$ cat config.mk
export PLATFORM = sky130hd
export DESIGN_NAME = atw_top
export DESIGN_NICKNAME = d
export VERILOG_FILES = /design/src/design/atw_pkg.sv /design/src/design/atw_top.sv
export SDC_FILE = /design/constraint.sdc
export NUM_CORES = 2
export LEC_CHECK = 0
export BUFFER_PORTS_ARGS = -buffer_cell sky130_fd_sc_hd__buf_2
export CAP_MARGIN = 20
export CORE_AREA = 2 2 473 475
export DETAILED_ROUTE_END_ITERATION = 8
export DIE_AREA = 0 0 475 477
export SLEW_MARGIN = 30
export SYNTH_ARGS = -nofsm -noshare
export SYNTH_HDL_FRONTEND = slang
export SYNTH_SLANG_ARGS = --single-unit
$ cat constraint.sdc
create_clock -name clock -period 6.5 [get_ports clock]
set_input_delay 0.975 -clock clock [delete_from_list [all_inputs] [get_ports clock]]
set_output_delay 0.975 -clock clock [all_outputs]
set_load 0.03 [all_outputs]
$ cat src/design/atw_pkg.sv
// Package for the analogue threshold, amplifier and watchdog blocks
`default_nettype none
package atw_pkg;
    // ------------------------------------------------------------
    // Value ranges
    // ------------------------------------------------------------
    localparam int AIN_FULL_SCALE = 1000;
    localparam int GAIN_LIMIT     = 1000;   // 10.00 in hundredths
    localparam int GAIN_FRAC_DIV  = 100;
    localparam int OFFSET_LIMIT   = 10000;
    localparam int DELTA_LIMIT    = 20000;
    localparam int BAND_LIMIT     = 20000;
    localparam int AOUT_MAX       = 32767;
    localparam int AOUT_MIN       = -32768;
    localparam int DEC_MAX        = 3;

    // Scaling parameters shared by every block
    typedef struct packed {
        logic signed [15:0] gain;    // Hundredths
        logic signed [15:0] offset;
    } atw_scale_s;

    // Threshold source selection
    typedef struct packed {
        logic               on_ext;
        logic               off_ext;
        logic signed [15:0] on_par;
        logic signed [15:0] off_par;
    } atw_thr_s;

    // Watchdog band settings
    typedef struct packed {
        logic               split_band;
        logic signed [15:0] delta;
        logic        [15:0] band_hi;
        logic        [15:0] band_lo;
    } atw_band_s;

    typedef enum logic [0:0] {
        ATW_WD_IDLE,
        ATW_WD_WATCH
    } atw_wd_e;
endpackage
`default_nettype wire

$ cat src/design/atw_top.sv
// Threshold trigger, amplifier and watchdog evaluated per controller cycle
`default_nettype none
module atw_top
    import atw_pkg::*;
(
    // Clock and reset
    input  wire logic                 clock,
    input  wire logic                 resetn,
    // Evaluation strobe
    input  wire logic                 eval_en,
    // Threshold trigger
    input  wire logic        [15:0]   trig_analog_in,
    input  wire atw_pkg::atw_scale_s  trig_scale,
    input  wire atw_pkg::atw_thr_s    trig_thr,
    input  wire logic signed [15:0]   trig_on_ext,
    input  wire logic signed [15:0]   trig_off_ext,
    input  wire logic        [1:0]    trig_decimals,
    output logic                      trig_q,
    // Amplifier
    input  wire logic        [15:0]   amp_analog_in,
    input  wire atw_pkg::atw_scale_s  amp_scale,
    output logic signed [15:0]        amp_analog_out,
    // Watchdog
    input  wire logic        [15:0]   wd_analog_in,
    input  wire atw_pkg::atw_scale_s  wd_scale,
    input  wire atw_pkg::atw_band_s   wd_band,
    input  wire logic                 wd_enable,
    output logic                      wd_q,
    output logic signed [15:0]        wd_reference
);
    import atw_pkg::*;

    // ------------------------------------------------------------
    // Parameter clamping and scaling
    // ------------------------------------------------------------
    function automatic logic signed [31:0] clamp(input logic signed [31:0] v, input int lim);
        logic signed [31:0] l;
        l = 32'(lim);
        if (v > l) return l;
        if (v < -l) return -l;
        return v;
    endfunction

    // Input clamped to span, gain in hundredths; result truncates toward zero
    function automatic logic signed [31:0] scale(input logic [15:0] ain, input atw_scale_s s);
        logic signed [31:0] a;
        logic signed [31:0] p;
        a = (ain > 16'(AIN_FULL_SCALE)) ? 32'(AIN_FULL_SCALE) : 32'(signed'({1'b0, ain}));
        p = a * clamp(32'(s.gain), GAIN_LIMIT);
        return p / 32'(GAIN_FRAC_DIV) + clamp(32'(s.offset), OFFSET_LIMIT);
    endfunction

    // ------------------------------------------------------------
    // Threshold trigger
    // ------------------------------------------------------------
    logic signed [31:0] trig_val;
    logic signed [31:0] thr_on;
    logic signed [31:0] thr_off;
    logic               trig_q_r;
    logic               trig_q_nxt;

    always_comb begin
        trig_val = scale(trig_analog_in, trig_scale);
        // Decimals are display-only and never enter the compare
        thr_on  = 32'(trig_thr.on_ext ? trig_on_ext : trig_thr.on_par);
        thr_off = 32'(trig_thr.off_ext ? trig_off_ext : trig_thr.off_par);
        trig_q_nxt = trig_q_r;
        if (eval_en) begin
            if (thr_on >= thr_off) begin
                if (trig_val > thr_on) trig_q_nxt = 1'b1;
                else if (trig_val <= thr_off) trig_q_nxt = 1'b0;
            end else begin
                trig_q_nxt = (trig_val >= thr_on) && (trig_val < thr_off);
            end
        end
    end

    always_ff @(posedge clock or negedge resetn) begin
        if (!resetn) trig_q_r <= 1'b0;
        else trig_q_r <= trig_q_nxt;
    end
    assign trig_q = trig_q_r;

    // ------------------------------------------------------------
    // Amplifier
    // ------------------------------------------------------------
    logic signed [31:0] amp_val;
    logic signed [15:0] amp_r;
    logic signed [15:0] amp_nxt;

    always_comb begin
        amp_val = scale(amp_analog_in, amp_scale);
        amp_nxt = amp_r;
        if (eval_en) begin
            // Saturate so a big gain never flips the sign
            if (amp_val > 32'(AOUT_MAX)) amp_nxt = 16'(AOUT_MAX);
            else if (amp_val < 32'(AOUT_MIN)) amp_nxt = 16'(AOUT_MIN);
            else amp_nxt = amp_val[15:0];
        end
    end

    always_ff @(posedge clock or negedge resetn) begin
        if (!resetn) amp_r <= '0;
        else amp_r <= amp_nxt;
    end
    assign amp_analog_out = amp_r;

    // ------------------------------------------------------------
    // Watchdog
    // ------------------------------------------------------------
    logic signed [31:0] wd_val;
    logic signed [31:0] band_up;
    logic signed [31:0] band_dn;
    logic signed [31:0] dlt;
    logic               wd_en_d_r;
    logic               wd_en_d_nxt;
    atw_wd_e            wd_st_r;
    atw_wd_e            wd_st_nxt;
    logic signed [15:0] ref_r;
    logic signed [15:0] ref_nxt;
    logic               wd_q_r;
    logic               wd_q_nxt;

    always_comb begin
        wd_val = scale(wd_analog_in, wd_scale);
        dlt = clamp(32'(wd_band.delta), DELTA_LIMIT);
        if (dlt < 0) dlt = -dlt;
        if (wd_band.split_band) begin
            band_up = (32'(wd_band.band_hi) > 32'(BAND_LIMIT)) ? 32'(BAND_LIMIT) : 32'(wd_band.band_hi);
            band_dn = (32'(wd_band.band_lo) > 32'(BAND_LIMIT)) ? 32'(BAND_LIMIT) : 32'(wd_band.band_lo);
        end else begin
            band_up = dlt;
            band_dn = dlt;
        end
        wd_en_d_nxt = wd_en_d_r;
        wd_st_nxt   = wd_st_r;
        ref_nxt     = ref_r;
        wd_q_nxt    = wd_q_r;
        if (!wd_enable) begin
            // Forget the old level too, so a rise between strobes still arms
            wd_en_d_nxt = 1'b0;
            wd_st_nxt   = ATW_WD_IDLE;
            wd_q_nxt    = 1'b0;
        end
        if (eval_en) begin
            wd_en_d_nxt = wd_enable;
            case (wd_st_r)
                ATW_WD_IDLE: begin
                    if (wd_enable && !wd_en_d_r) begin
                        // Reference kept scaled, saturated to 16 bits
                        if (wd_val > 32'(AOUT_MAX)) ref_nxt = 16'(AOUT_MAX);
                        else if (wd_val < 32'(AOUT_MIN)) ref_nxt = 16'(AOUT_MIN);
                        else ref_nxt = wd_val[15:0];
                        wd_st_nxt = ATW_WD_WATCH;
                        wd_q_nxt  = 1'b0;
                    end
                end
                ATW_WD_WATCH: begin
                    if (wd_enable) begin
                        wd_q_nxt = (wd_val > 32'(ref_r) + band_up) || (wd_val < 32'(ref_r) - band_dn);
                    end
                end
                default: wd_st_nxt = ATW_WD_IDLE;
            endcase
        end
    end

    always_ff @(posedge clock or negedge resetn) begin
        if (!resetn) begin
            wd_en_d_r <= 1'b0;
            wd_st_r   <= ATW_WD_IDLE;
            ref_r     <= '0;
            wd_q_r    <= 1'b0;
        end else begin
            wd_en_d_r <= wd_en_d_nxt;
            wd_st_r   <= wd_st_nxt;
            ref_r     <= ref_nxt;
            wd_q_r    <= wd_q_nxt;
        end
    end
    assign wd_q = wd_q_r;
    assign wd_reference = ref_r;
endmodule
`default_nettype wire

==> metrics.txt <==
Synth top area share=0.238; final hold violation count=0; DR iter-0 viols=3715; Synth Instances=8417; CTS tree=built; Overall Global Routing Usage=0.204; crit path time final=29870 ps; core area=around 220000 um^2; WS Path Type=in2reg; Yosys cell types=~200; DRC=0; Worst-Skew Late Latency=320 ps; first-pass GRT wire length=388 mm; Final #Nets=~14000; slowest stage cell, crit path=fa_1; critical path's largest stage delay=570 ps; vias in the first global route=slightly below 80000; final WL=237 mm; root buf cell=clkbuf_16; DIE WIDTH=475 um; Syn Area/Cell=a little under 8 um^2; clock slew at reported path FFs=60 ps; min-delay worst type=reg2reg; fin worst setup slack=-23370 ps; post-DP HPWL=203 mm; H-tree depth=2; first-pass iteration count of the detailed router=6; number of max-cap violations=0; Synth Cell Area=66200 um^2; die area=227000 um^2; commonest non-fill, non-tap cell in the layout=buf_4; largest net degree at the start of global routing=39; CTS buffer count=5; Worst Max-Slew Pin Slew=943 ps; Max-slew headroom=0.371; FF-to-FF setup slack=-1430 ps; most frequent cells in the layout=buf_4 (3015), inv_1 (1220), fa_1 (764); Seq/Total Area, Yosys=0.0136; Hold WS=just over 500 ps; TritonCTS Sinks=36; Die H=roughly 480 um; Rows=173; violated checks=setup timing; Initial Util=0.299; total number of yosys warnings=0; Slew Limit Fails=0; crit path max fanout=9; Layout area overhead=54.6%; total gr overflow=0; initial antenna violation count=15; # IOs=299; Synth area leader=fa_1; Final setup viols=34; vias=73806; via/cell ratio=4.94; number of synthesized flops with an enable pin=0; CP Launch Type=input port; Post-DRT Antenna Nets=0; I/O Buffers=296; WL per Instance=15.9 um; status=complete, but fails checks; RePlAce Congestion=0.940; top cells by area, synth=fa_1 (24%), ha_1 (10%), inv_1 (7.1%), xnor2_1 (5.0%), nand2_1 (4.1%); worst path required time=6650 ps; Hold Buf Count CTS=0; unrepaired setup endpoints after global routing=true; clock buffer depth=2; final worst path period share=4.60; asr flop ratio synth=1.00; Worst setup EP type=register; layout cell share with drive strength beyond 1=0.404; flop and latch count out of synthesis=36; cell mode on critical path=buf_4; Max Clk Rate=33.5 MHz; Worst Clk Skew=31.3 ps; Critical Path AT=30020 ps; Post-synth top flop=dfrtp_1
==> registers in the layout (all words and copies together) (netlist names) <==
signal and cells:
trig_q 1, wd_st_r 1, amp_analog_out 16, wd_reference 16
wd_en_d_r 1, wd_q 1
==> cells in the mapped netlist (64+ instances only) <==
master       n
nand2_1    726
clkbuf_1   132
inv_1     1248
fa_1       785
o21a_1      82
o21ai_0    311
a21o_1     140
o21bai_1    90
nand2b_1    94
a21oi_1    513
nor3_1     187
nand3_1    205
a31oi_1    103
nand4_1     81
a211oi_1    86
xor2_1     129
nor2b_1     64
ha_1       555
xnor2_1    381
o211ai_1   101
nor2_1     682
and2_1     102
mux2i_1     79
==> worst paths after layout <==
check / cells after the start / startpoint / endpoint
min in group asynchronous: 1 / resetn / amp_analog_out[9]
max in group asynchronous: 1 / resetn / wd_reference[7]
worst max register to register: 47 / wd_reference[1] / wd_q
worst min register to register: 1 / wd_en_d_r / wd_en_d_r
worst max-delay path: 148 / amp_scale[20] / amp_analog_out[10]
worst min-delay path: 1 / wd_en_d_r / wd_en_d_r
==> metrics by stage <==
stage               setup TNS, ps  setup WS [ps]  cells  instance area (um^2)   util
floorplan                 -741640         -22670   8745                 69800      -
global placement          -795800         -24450  14554                 94600  0.427
detailed placement        -805760         -24680  14554                 94600  0.427
CTS                       -759970         -23190  14804                 99600  0.450
global route              -814820         -25070  14928                102000  0.462
finish                    -767600         -23370  14935                102000  0.462
==> per-layer routing <==
layer / vias up / wire length (um) / global-route usage
met5: - / 13 / 0
met4: 2 / 6490 / 0.0491
met3: 311 / 7460 / 0.0123
met2: 1416 / 123000 / 0.382
met1: 36062 / 100000 / 0.252
li1: 36015 / - / -
==> final cells by class <==
| cell class | count | area, um^2 |
|---|---|---|
| clock inverters | 3 | 18.8 |
| inverters | 1253 | 4720 |
| clock buffers | 5 | 125 |
| multi-input cells | 7209 | 66700 |
| repair buffers | 3440 | 26000 |
| fillers | 21390 | 119000 |
| flip-flops and latches | 36 | 901 |
| diodes | 14 | 35.0 |
| well taps | 2975 | 3720 |
==> logic make-up (layout without fill, tap and decap cells) <==
logic type,count (synthesis),in the layout,share of synthesized area
and+or+nand+nor,2611,2611,0.198
DFF,36,36,0.0136
other,2,344,0.000114
buffers and inverters,1501,4701,0.0940
adders and majority gates,1362,1362,0.346
muxes,124,125,0.0203
xor gates and xnor gates,537,537,0.0753
AOI/OAI and AO/OA,2244,2244,0.253
==> what timing repair did <==
action / CTS / global route
gates cloned: 3 / 1
pin swaps: 399 / 253
setup buffers: 239 / 118
resized for setup: 581 / 342
setup endpoints to repair: 34 / 34
==> critical path: cells and delay by family <==
| family | cells | cell delay (ps) |
|---|---|---|
| AO/OA/AOI/OAI | 66 | 12840 |
| AND/OR/NAND/NOR | 30 | 5130 |
| adder cells (fa/ha/maj) | 10 | 4450 |
| buffers and inverters | 33 | 4330 |
| multiplexers | 4 | 1240 |
| XOR/XNOR | 5 | 1010 |
Power is left out: the tool's default activity adds up to more than one toggle a clock period on the data nets, which glitch-free logic cannot reach.
